==> src/verilog/sac_pkg.sv <==
// What this block does
// - chain low: shared pin enables serial output
// - chain high: shared pin is upstream data
// - convert rising edge wakes and starts conversion
// - busy high during conversion, low after
// - each serial clock rise while not busy (and, with chain low, while the shared pin is low) shifts next bit MSB-first
// - conversion end assembles eighteen-bit output word
// - result is straight unsigned binary
// - acquire, then successive approximation MSB first
// - conversion timed by internal oscillator only
// - powers down automatically after each conversion unless a convert edge comes in the done cycle
// - result readable right after conversion, no latency
`default_nettype none
package sac_pkg;
  localparam int RES_BITS = 18;
  localparam int CORE_CLK_HZ = 20000000;
  // conversion time in nanoseconds, turned into core clock cycles and split into one step per bit
  localparam int CONV_TIME_NS = 1000;
  localparam int CONV_CYCLES = (CONV_TIME_NS * (CORE_CLK_HZ / 1000000) + 999) / 1000;
  localparam int STEP_CYCLES = (CONV_CYCLES / RES_BITS) < 1 ? 1 : (CONV_CYCLES / RES_BITS);
  localparam int REINIT_TIME_US = 20;
  localparam logic [RES_BITS-1:0] WORD_RESET = 18'h00000;
  localparam logic [4:0] BIT_TOP = 5'h11;
  // weight of the least significant trial bit
  localparam logic [RES_BITS-1:0] WEIGHT_LSB = 18'h00001;
  // synchroniser reset: the shared pin idles high (output off), the others low
  localparam logic [3:0] SYNC_RESET = 4'h1;
  typedef enum logic [1:0] {SAC_POWER_DOWN, SAC_CONVERT, SAC_DONE} sac_state_t;
endpackage
`default_nettype wire

==> src/verilog/sac_top.sv <==
`timescale 1ns/1ps
`default_nettype none
module sac_top (
  input wire logic I_CORE_CLK,
  input wire logic I_SYS_RST,
  input wire logic I_CONVERT_START,
  input wire logic I_SCK,
  input wire logic I_CHAIN_SELECT,
  input wire logic I_READOUT_ENABLE_OR_CHAIN_IN,
  input wire logic [sac_pkg::RES_BITS-1:0] I_ANALOG_CODE,
  output logic O_BUSY,
  output logic O_SDO,
  output logic O_SDO_OE,
  output logic O_POWERED_UP
);
  import sac_pkg::*;

  // two-flop synchronisers for every pin from outside the core clock; only the
  // second stage is read, so a metastable first stage never reaches the logic
  logic [3:0] sync_a;
  logic [3:0] sync_b;
  logic cnv_prev;
  logic sck_prev;
  // the analog stand-in code is a word from outside the clock domain too; the host
  // holds it steady before the convert edge, and its stages keep pace with the
  // convert synchroniser, so the word is only taken once it has settled
  logic [RES_BITS-1:0] code_a;
  logic [RES_BITS-1:0] code_b;
  // reset to the idle level of each pin, so no false edge or enable follows reset
  always_ff @(posedge I_CORE_CLK or posedge I_SYS_RST) begin
    if (I_SYS_RST) begin
      sync_a <= SYNC_RESET;
      sync_b <= SYNC_RESET;
      cnv_prev <= 1'b0;
      sck_prev <= 1'b0;
      code_a <= WORD_RESET;
      code_b <= WORD_RESET;
    end else begin
      sync_a <= {I_CONVERT_START, I_SCK, I_CHAIN_SELECT, I_READOUT_ENABLE_OR_CHAIN_IN};
      sync_b <= sync_a;
      cnv_prev <= sync_b[3];
      sck_prev <= sync_b[2];
      code_a <= I_ANALOG_CODE;
      code_b <= code_a;
    end
  end

  // edge finders and mode decode, all read from the second synchroniser stage
  logic cnv_rise;
  logic sck_rise;
  logic chain_mode;
  logic shared_pin;
  assign cnv_rise = sync_b[3] & ~cnv_prev;
  assign sck_rise = sync_b[2] & ~sck_prev;
  assign chain_mode = sync_b[1];
  assign shared_pin = sync_b[0];

  // the trial weight of one bit position
  function automatic logic [RES_BITS-1:0] weight_of(input logic [4:0] idx);
    return WEIGHT_LSB << idx;
  endfunction

  // a trial bit is kept when the held sample is at or above the trial word;
  // the compare is unsigned, since the result is straight binary
  function automatic logic keep_bit(input logic [RES_BITS-1:0] acc, input logic [RES_BITS-1:0] smp,
                                    input logic [4:0] idx);
    return (acc | weight_of(idx)) <= smp;
  endfunction

  // shifting only while idle and, in normal mode, only while the enable is low
  function automatic logic may_shift(input logic chain, input logic pin, input logic conv);
    return !conv && (chain || !pin);
  endfunction

  // conversion sequencer; only the core clock paces it, never the serial clock
  sac_state_t state;
  sac_state_t next_state;
  logic [7:0] step_cnt;
  logic [7:0] next_step_cnt;
  logic [4:0] bit_idx;
  logic [4:0] next_bit_idx;
  logic [RES_BITS-1:0] sample;
  logic [RES_BITS-1:0] next_sample;
  logic [RES_BITS-1:0] trial;
  logic [RES_BITS-1:0] next_trial;
  logic [RES_BITS-1:0] shreg;
  logic [RES_BITS-1:0] next_shreg;
  logic busy;
  logic next_busy;
  logic sdo;
  logic next_sdo;
  logic sdo_oe;
  logic next_sdo_oe;
  logic pwr;
  logic next_pwr;

  always_comb begin
    next_state = state;
    next_step_cnt = step_cnt;
    next_bit_idx = bit_idx;
    next_sample = sample;
    next_trial = trial;
    next_shreg = shreg;
    next_busy = busy;
    next_pwr = pwr;
    unique case (state)
      SAC_POWER_DOWN, SAC_DONE: begin
        if (cnv_rise) begin
          // sample held at the edge; acquisition is the idle time before it
          next_state = SAC_CONVERT;
          next_sample = code_b;
          next_trial = WORD_RESET;
          next_bit_idx = BIT_TOP;
          next_step_cnt = 8'h00;
          next_busy = 1'b1;
          next_pwr = 1'b1;
        end else if (state == SAC_DONE) begin
          next_state = SAC_POWER_DOWN;
          next_pwr = 1'b0;
        end
      end
      SAC_CONVERT: begin
        if (step_cnt == 8'(STEP_CYCLES - 1)) begin
          next_step_cnt = 8'h00;
          // keep the trial bit if the sample is at or above it (unsigned compare)
          if (keep_bit(trial, sample, bit_idx)) begin
            next_trial = trial | weight_of(bit_idx);
          end
          if (bit_idx == 5'h00) begin
            next_state = SAC_DONE;
            next_busy = 1'b0;
          end else begin
            next_bit_idx = bit_idx - 5'h01;
          end
        end else begin
          next_step_cnt = step_cnt + 8'h01;
        end
      end
    endcase
    // serial shifter; loading on busy fall gives the word with no latency, and a
    // serial clock edge in that same cycle is dropped since busy still stands
    if (state == SAC_CONVERT && next_state == SAC_DONE) begin
      next_shreg = next_trial;
    end else if (sck_rise && may_shift(chain_mode, shared_pin, busy)) begin
      next_shreg = {shreg[RES_BITS-2:0], chain_mode ? shared_pin : 1'b0};
    end
  end

  // output drive: enable follows the shared pin in normal mode, always on in chain
  always_comb begin
    next_sdo = next_shreg[RES_BITS-1];
    next_sdo_oe = chain_mode ? 1'b1 : !shared_pin;
  end

  always_ff @(posedge I_CORE_CLK or posedge I_SYS_RST) begin
    if (I_SYS_RST) begin
      state <= SAC_POWER_DOWN;
      step_cnt <= 8'h00;
      bit_idx <= 5'h00;
      sample <= WORD_RESET;
      trial <= WORD_RESET;
      shreg <= WORD_RESET;
      busy <= 1'b0;
      sdo <= 1'b0;
      sdo_oe <= 1'b0;
      pwr <= 1'b0;
    end else begin
      state <= next_state;
      step_cnt <= next_step_cnt;
      bit_idx <= next_bit_idx;
      sample <= next_sample;
      trial <= next_trial;
      shreg <= next_shreg;
      busy <= next_busy;
      sdo <= next_sdo;
      sdo_oe <= next_sdo_oe;
      pwr <= next_pwr;
    end
  end

  assign O_BUSY = busy;
  assign O_SDO = sdo;
  assign O_SDO_OE = sdo_oe;
  assign O_POWERED_UP = pwr;

  // helper for the checks: cycles of the current busy stretch
  logic [7:0] busy_len;
  logic [7:0] next_busy_len;
  always_comb begin
    next_busy_len = busy ? busy_len + 8'h01 : 8'h00;
  end
  // registered copy of the count
  always_ff @(posedge I_CORE_CLK or posedge I_SYS_RST) begin
    if (I_SYS_RST) begin
      busy_len <= 8'h00;
    end else begin
      busy_len <= next_busy_len;
    end
  end

  // busy rises one edge after the synchronised convert edge is seen
  a_busy_on_start: assert property (
    @(posedge I_CORE_CLK) disable iff (I_SYS_RST) (cnv_rise && state != SAC_CONVERT) |=> busy)
    else $error("busy not raised");

  // a conversion never ends within its first eight cycles
  a_conv_length: assert property (
    @(posedge I_CORE_CLK) disable iff (I_SYS_RST) $rose(busy) |-> busy [*8])
    else $error("conversion ended too early");

  // busy lasts exactly one oscillator step per result bit
  a_conv_exact: assert property (
    @(posedge I_CORE_CLK) disable iff (I_SYS_RST) $fell(busy) |-> busy_len == 8'(RES_BITS * STEP_CYCLES))
    else $error("conversion length wrong");

  // busy only drops when the sequencer has finished
  a_busy_ends_done: assert property (
    @(posedge I_CORE_CLK) disable iff (I_SYS_RST) $fell(busy) |-> state == SAC_DONE)
    else $error("busy dropped before the end");

  // the finished word equals the held sample in the cycle busy falls
  a_word_ready: assert property (
    @(posedge I_CORE_CLK) disable iff (I_SYS_RST) $fell(busy) |-> shreg == sample)
    else $error("result word differs from sample");

  // the serial output shows the most significant bit as busy falls
  a_msb_first: assert property (
    @(posedge I_CORE_CLK) disable iff (I_SYS_RST) $fell(busy) |-> sdo == sample[RES_BITS-1])
    else $error("first serial bit wrong");

  // the power flag drops one cycle after the conversion ends
  a_power_down: assert property (
    @(posedge I_CORE_CLK) disable iff (I_SYS_RST) (state == SAC_DONE && !cnv_rise) |=> !pwr)
    else $error("no auto power down");

  // asleep and idle until the next convert edge
  a_stay_asleep: assert property (
    @(posedge I_CORE_CLK) disable iff (I_SYS_RST) (state == SAC_POWER_DOWN && !cnv_rise) |=> (!pwr && !busy))
    else $error("woke without a convert edge");

  // never converting while powered down
  a_busy_powered: assert property (
    @(posedge I_CORE_CLK) disable iff (I_SYS_RST) busy |-> pwr)
    else $error("busy while powered down");

  // the convert edge wakes the converter together with busy
  a_wake: assert property (
    @(posedge I_CORE_CLK) disable iff (I_SYS_RST) $rose(busy) |-> pwr)
    else $error("converting while powered down");

  // a convert edge during a conversion leaves the held sample alone
  a_ignore_convert: assert property (
    @(posedge I_CORE_CLK) disable iff (I_SYS_RST) (busy && cnv_rise) |=> sample == $past(sample))
    else $error("conversion restarted");

  // every conversion starts from the most significant bit with an empty trial
  a_start_msb: assert property (
    @(posedge I_CORE_CLK) disable iff (I_SYS_RST)
    (cnv_rise && state != SAC_CONVERT) |=> (bit_idx == BIT_TOP && trial == WORD_RESET))
    else $error("conversion not started at the top bit");

  // one bit position per oscillator step, downwards
  a_bit_step: assert property (
    @(posedge I_CORE_CLK) disable iff (I_SYS_RST)
    (state == SAC_CONVERT && step_cnt == 8'(STEP_CYCLES - 1) && bit_idx != 5'h00) |=> bit_idx == $past(bit_idx) - 5'h01)
    else $error("bit sequence skipped");

  // the trial word never passes the unsigned sample
  a_trial_bound: assert property (
    @(posedge I_CORE_CLK) disable iff (I_SYS_RST) state == SAC_CONVERT |-> trial <= sample)
    else $error("trial word above sample");

  // in normal mode the enable follows the shared pin, active low
  a_normal_enable: assert property (
    @(posedge I_CORE_CLK) disable iff (I_SYS_RST) !chain_mode |=> sdo_oe == !$past(shared_pin))
    else $error("enable wrong in normal mode");

  // in chain mode the output is always driven
  a_chain_enable: assert property (
    @(posedge I_CORE_CLK) disable iff (I_SYS_RST) chain_mode |=> sdo_oe)
    else $error("output off in chain mode");

  // in normal mode with the enable high a serial clock edge moves nothing
  a_enable_gate: assert property (
    @(posedge I_CORE_CLK) disable iff (I_SYS_RST)
    (sck_rise && !busy && !chain_mode && shared_pin) |=> shreg == $past(shreg))
    else $error("shifted while disabled");

  // each accepted serial clock edge moves the word up by one
  a_shift_step: assert property (
    @(posedge I_CORE_CLK) disable iff (I_SYS_RST)
    (sck_rise && !busy && state != SAC_CONVERT && (chain_mode || !shared_pin))
    |=> shreg[RES_BITS-1:1] == $past(shreg[RES_BITS-2:0]))
    else $error("shift wrong");

  // zeros follow the word out in normal mode
  a_zero_fill: assert property (
    @(posedge I_CORE_CLK) disable iff (I_SYS_RST)
    (sck_rise && !busy && !chain_mode && !shared_pin) |=> !shreg[0])
    else $error("normal mode fill not zero");

  // in chain mode the upstream bit enters at the bottom
  a_chain_in: assert property (
    @(posedge I_CORE_CLK) disable iff (I_SYS_RST)
    (sck_rise && !busy && state != SAC_CONVERT && chain_mode) |=> shreg[0] == $past(shared_pin))
    else $error("chain bit not taken");

  // serial clock edges during a conversion leave the word alone
  a_busy_holds_word: assert property (
    @(posedge I_CORE_CLK) disable iff (I_SYS_RST) (sck_rise && busy) |=> (shreg == $past(shreg) || !busy))
    else $error("shifted while busy");
endmodule
`default_nettype wire

==> config.mk <==
export PLATFORM = sky130hd
export DESIGN_NAME = sac_top
export DESIGN_NICKNAME = d
export VERILOG_FILES = /design/src/verilog/sac_pkg.sv /design/src/verilog/sac_top.sv
export SDC_FILE = /design/constraint.sdc
export NUM_CORES = 1
export LEC_CHECK = 0
export ABC_AREA = 1
export ABC_CLOCK_PERIOD_IN_PS = 5900
export BUFFER_PORTS_ARGS = -buffer_cell sky130_fd_sc_hd__buf_2
export CORE_MARGIN = 2
export CORE_UTILIZATION = 45
export CTS_BUF_LIST = sky130_fd_sc_hd__clkbuf_8
export CTS_CLUSTER_DIAMETER = 40
export DETAILED_ROUTE_END_ITERATION = 8
export PLACE_DENSITY = 0.64
export SETUP_SLACK_MARGIN = 0.2
export SLEW_MARGIN = 15
export SYNTH_ARGS = -nofsm -noshare
export SYNTH_HDL_FRONTEND = slang
export SYNTH_SLANG_ARGS = --single-unit
==> constraint.sdc <==
create_clock -name I_CORE_CLK -period 5.9 [get_ports I_CORE_CLK]
set_input_delay 0.295 -clock I_CORE_CLK [delete_from_list [all_inputs] [get_ports I_CORE_CLK]]
set_output_delay 0.295 -clock I_CORE_CLK [all_outputs]
set_load 0.05 [all_outputs]
# == After elaboration in Yosys (flattened, before gate mapping) ==
# Index checks and enable logic that the tools add are counted.
# W data, S select, Z words.
# totals
out_inout_bits,4
in_bits,24
regBits,118
word_cells,74
# op_classes
order_cmp,1
shifts,1
n_bitwise,5
muxes,26
n_reduce_logical,16
addsub,2
eq_ne,7
# op_table
operator,n
$mux W18,5
$pmux W18 S2,1
$le A18 B18 Y1,1
$or A18 B18 Y18,1
$shl A1 B5 Y18 const A,1
$mux W8,2
$pmux W8 S2,1
$mux W5,3
$pmux W5 S2,1
$add A8 B1 Y8 const B,1
$logic_not A8 Y1,1
$mux W2,4
$ne A2 B2 Y1 const B,4
$mux W1,7
$reduce_and A3 Y1,2
$logic_not A5 Y1,1
$sub A5 B1 Y5 const B,1
$eq A2 B2 Y1 const B,2
$pmux W2 S2,1
$reduce_and A2 Y1,2
$reduce_bool A2 Y1,2
$logic_and A1 B1 Y1,3
$and A1 B1 Y1,2
$eq A2 B1 Y1 const B,1
6 further kinds,8

# == Longest topological paths before layout ==
# depth
word_depth,7
depth_mapped,20
mapped_depth_nobuf,19

# == Worst setup path after synthesis ==
# No wires, ideal clock.
# synth_path
kind,register to register
startpoint,reg bit_idx[0]
endpoint,reg shreg[17]
t_arrival_ps,2307
stages_incl_launch_ff,19
setup_ps,113
slack_ps,3480
synth_period_minus_slack_ps,2420
path_buffers,1
t_required_ps,5787
path_cell_list,dfrtp_1 inv_1 ha_1 nand2_2 nor2_1 or2_2 ha_1 nand2_1 nor2_2 nand3_1 nor2_1 nor2_1 nand2_1 nand2_2 buf_6 nand3_1 nand3_1 nand2_1 inv_1
# synth_between
elab_chain_len,7
word_cells_on_any_way,14
classes_between,order compare: 1; eq/ne: 1; shift: 1; mux: 7; bitwise: 1; reduce/logical: 3
# synth_lines
element,line_no,source
from (decl),sac_top.sv:80,logic [4:0] bit_idx;
from (signal assigned),sac_top.sv:170,bit_idx <= next_bit_idx;
$shl A1 B5 Y18 or $logic_not A5 Y1 (tied branches),"sac_top.sv:60, sac_top.sv:129",
$or A18 B18 Y18 or $mux W2 (tied branches),"sac_top.sv:67, sac_top.sv:127, sac_top.sv:129",
$le A18 B18 Y1 or $mux W2 (tied branches),"sac_top.sv:67, sac_top.sv:123",
$mux W18 or $pmux W2 S2 (tied branches),"sac_top.sv:126, sac_top.sv:106",
$mux W18 or $eq A2 B2 Y1 (tied branches),"sac_top.sv:123, sac_top.sv:142",
$pmux W18 S2 or $logic_and A1 B1 Y1 (tied branches),"sac_top.sv:106, sac_top.sv:142",
$mux W18 or $reduce_bool A2 Y1 (tied branches),n/a,
to (signal assigned),sac_top.sv:173,shreg <= next_shreg;
to (decl),sac_top.sv:86,logic [RES_BITS-1:0] shreg;
# Several ways; a longest one is shown, not always the timed one.
# A chain may end at the register's enable or synchronous reset.

# == Worst setup path in the final report ==
# layout_path
startpoint,reg bit_idx[1]
endpoint,reg shreg[17]
# Same word-level chain as after synthesis.

==> summary.txt <==
Detailed routing
  – DRC viols: 0
  – Initial DRC Count: 200
  – First drt pass iteration count: 4
  – Vias: 3630
  – WL/cell: 12.5 µm
  – Avg Vias per Cell: about 4.7
  – Drt total wl: ~9500 µm
  – Antenna-violating nets left: 0

Die
  – Top Ports: 28
  – Core outline area: ~11000 µm²
  – Die Ht: between 100 and 150 µm
  – Die Area: 12600 µm²
  – # rows: 39
  – Initial core utilization: 0.460
  – Die width: 112 µm

Placement
  – Final HPWL DP: around 6600 µm
  – RD Place Congestion: about 0.90
  – Number of I/O port buffers: 27
  – DP Worst Slack: around 3.1 ns

Critical path
  – Worst Setup End Kind: flop
  – Worst Setup Path Type: flop to flop
  – Crit path arrival time: 3.17 ns
  – Critical path data required time: 6.24 ns
  – Crit start category: flop
  – R2r endpoint: shreg[17]
  – Register-to-Register Path Depth: 17
  – Reg2reg start: bit_idx[1]
  – Reg2Reg Setup Slack: 3.07 ns
  – Worst-path fanout max: 18

CTS
  – Sink Count: 118
  – Post-CTS setup buffers: 0
  – Clock Path Buffers: 2
  – Cts bufs inserted: 17
  – Register clock-pin slew on the reported worst setup and hold paths: roughly 0.070 ns
  – Clk_lat worst skew: roughly 0.44 ns
  – CTS Root Cell: clkbuf_8
  – H-tree depth: 4
  – CTS tree: yes

Final layout
  – Layout cells sized above 1: 0.188
  – Final nets: ~660
  – Fill cells: slightly above 1000
  – Diodes inserted: 0
  – Register area: approximately 3000 µm²
  – End-of-flow core utilization: 0.539
  – P&R area growth vs syn: 17.1%
  – Area of the multi-input gates: ~1900 µm²

Synthesis
  – Yosys warns: 0
  – Syn Area/Cell: 9.48 µm²
  – Asr flop ratio synth: 1.00
  – Syn nets: roughly 600
  – Area leader, netlist: dfrtp_1
  – Synth area leaders: dfrtp_1, nand2_1, ha_1
  – Post-Syn Area: 5250 µm²
  – Netlist cell types: 34
  – Commonest cells in the netlist: dfrtp_1, nand2_1, inv_1
  – Dominant cell by count in the synthesized netlist: dfrtp_1
  – Yosys reg bits: 118
  – Post-synth top area share: 0.553
  – Register area share after synthesis: 0.563
  – Post-synth EDFFs: 0
  – Post-Synthesis Cells: approximately 550
  – Post-synth top flop: dfrtp_1

Power and ir drop
  – Sequential Power Share: 0.382
  – Sw Share: 0.365
  – Leak: between 0.003 and 0.004 µW
  – Clk pwr share: 0.267
  – Int Power: between 1500 and 2000 µW
  – Max IR drop VDD: between 200 and 300 µV
  – Pwr/cell area: between 400 and 500 nW/µm²
  – Switching power total: approximately 1100 µW
  – Logic pwr share: 0.351

STA
  – Setup violators final: 0
  – Worst Setup Slack, final: 3.07 ns
  – Final hold viol count: 0
  – Rel. slew slack: 0.291
  – Clk_skew: approximately 0.012 ns
  – Final worst-path cycle share: 0.480
  – Worst-Margin Slew: 1.06 ns
  – Final Slew Violations: 0
  – RSZ-0062 raised after global routing: no
  – Final setup TNS: 0 ns
  – F_max: roughly 350 MHz
  – Fin crit period: 2.83 ns

GRT
  – Vias in the first global route: between 3000 and 4000
  – Global-route wire length before repair: 16400 µm
  – GRT overflow: 0
  – Initial antenna violation count: 0
  – Total GRT Usage: 0.170
  – Largest net degree at the start of global routing: 63

Run status
  – Status: completed

Run
  – Max cap viols: 0

Worst hold path
  – HP Class: flop to flop
  – Hold endpoint: code_b[0]
  – Worst hold path startpoint: code_a[0]
  – Hold Path Stages: 0
-- worst max-delay path, stage by stage (launching register included) --
cell and delay [ns]:
dfrtp_1 0.37, inv_1 0.11, ha_1 0.24, nand2_1 0.11, nor2_1 0.08, or2_2 0.29, ha_1 0.30, nand2_1 0.06
nor2_1 0.17, nand3_1 0.10, nor2_1 0.09, nor2_1 0.05, nand2_1 0.06, nand2_2 0.27, nand3_1 0.20, nand3_1 0.09
nand2_1 0.09, inv_1 0.04
-- how the worst max path moves through the flow --
stage,startpoint,to,slack [ns],depth (start not counted)
after floorplan,I_SYS_RST,O_BUSY,2.48,1
after global placement,bit_idx[1],shreg[17],3.18,17
after detailed placement,bit_idx[0],shreg[17],3.09,17
after CTS,bit_idx[1],shreg[17],3.05,17
after global routing,bit_idx[1],shreg[17],2.73,17
final,bit_idx[1],shreg[17],3.07,17
-- what timing repair did --
item                                   4_1_cts  5_1_grt
hold buffers                                23        0
endpoints found under the hold margin       78        0
gates resized for setup                      0        0
-- registers in the layout, indices dropped and copies added (netlist names), 2 cells and up --
| signal | count |
|---|---|
| bit_idx | 5 |
| sample | 18 |
| state | 2 |
| sync_a | 4 |
| sync_b | 4 |
| code_b | 18 |
| code_a | 18 |
| shreg | 18 |
| trial | 18 |
| step_cnt | 8 |
-- cell type report --
cell class,count,share of cell area
inverter,70,0.0431
sequential,118,0.481
tap,143,0.0291
multi-input combinational,351,0.314
clock inverter,9,0.0197
timing repair buffer,52,0.0619
clock buffer,23,0.0515
-- per-layer routing --
layer	track usage	share of wire
met1	0.203	0.45
met2	0.275	0.49
met3	0.0626	0.031
met4	0.0829	0.025
met5	0	0
-- through the flow --
stage	hold slack (ns)	instances	area [µm²]	power (µW)
after floorplan	0.299	554	5250	1980
after global placement	0.332	711	5480	2140
after detailed placement	0.335	711	5480	2180
after CTS	0.345	766	6150	3000
after global routing	0.354	766	6150	3200
final	0.344	766	6150	2950
-- cell families (layout without fill, tap and decap cells) --
group | Yosys count | after routing | share of synthesized area
and+or+nand+nor | 246 | 246 | 0.225
DFF | 118 | 118 | 0.563
buffers and inverters | 85 | 154 | 0.0696
AOI/OAI and AO/OA | 75 | 75 | 0.0741
adders and majority gates | 25 | 25 | 0.0596
xor gates and xnor gates | 4 | 4 | 0.00667
muxes | 1 | 1 | 0.00214
-- cells in the final DEF, fill, tap and decap left out, drive strengths merged --
cell type / n
clkbuf: 23
nand3b: 1
clkinv: 6
nor2: 59
dfstp: 2
a21o: 2
or2: 16
o22ai: 3
bufinv: 3
mux2: 1
nand4: 5
nor3: 4
ha: 25
nand3: 32
inv: 69
dfrtp: 116
o31ai: 1
dlygate4sd3: 23
buf: 29
o211ai: 1
xor2: 4
clkinvlp: 1
nand2: 129
o21ai: 27
a21oi: 41
-- power by group through the flow --
stage	sequential, µW	clock, µW	combinational (µW)
after floorplan	1140	0	838
after global placement	1130	0	1000
after detailed placement	1140	0	1040
after CTS	1130	817	1050
after global routing	1150	856	1190
final	1130	788	1040
Note: power is estimated with default switching activity, not from simulation.
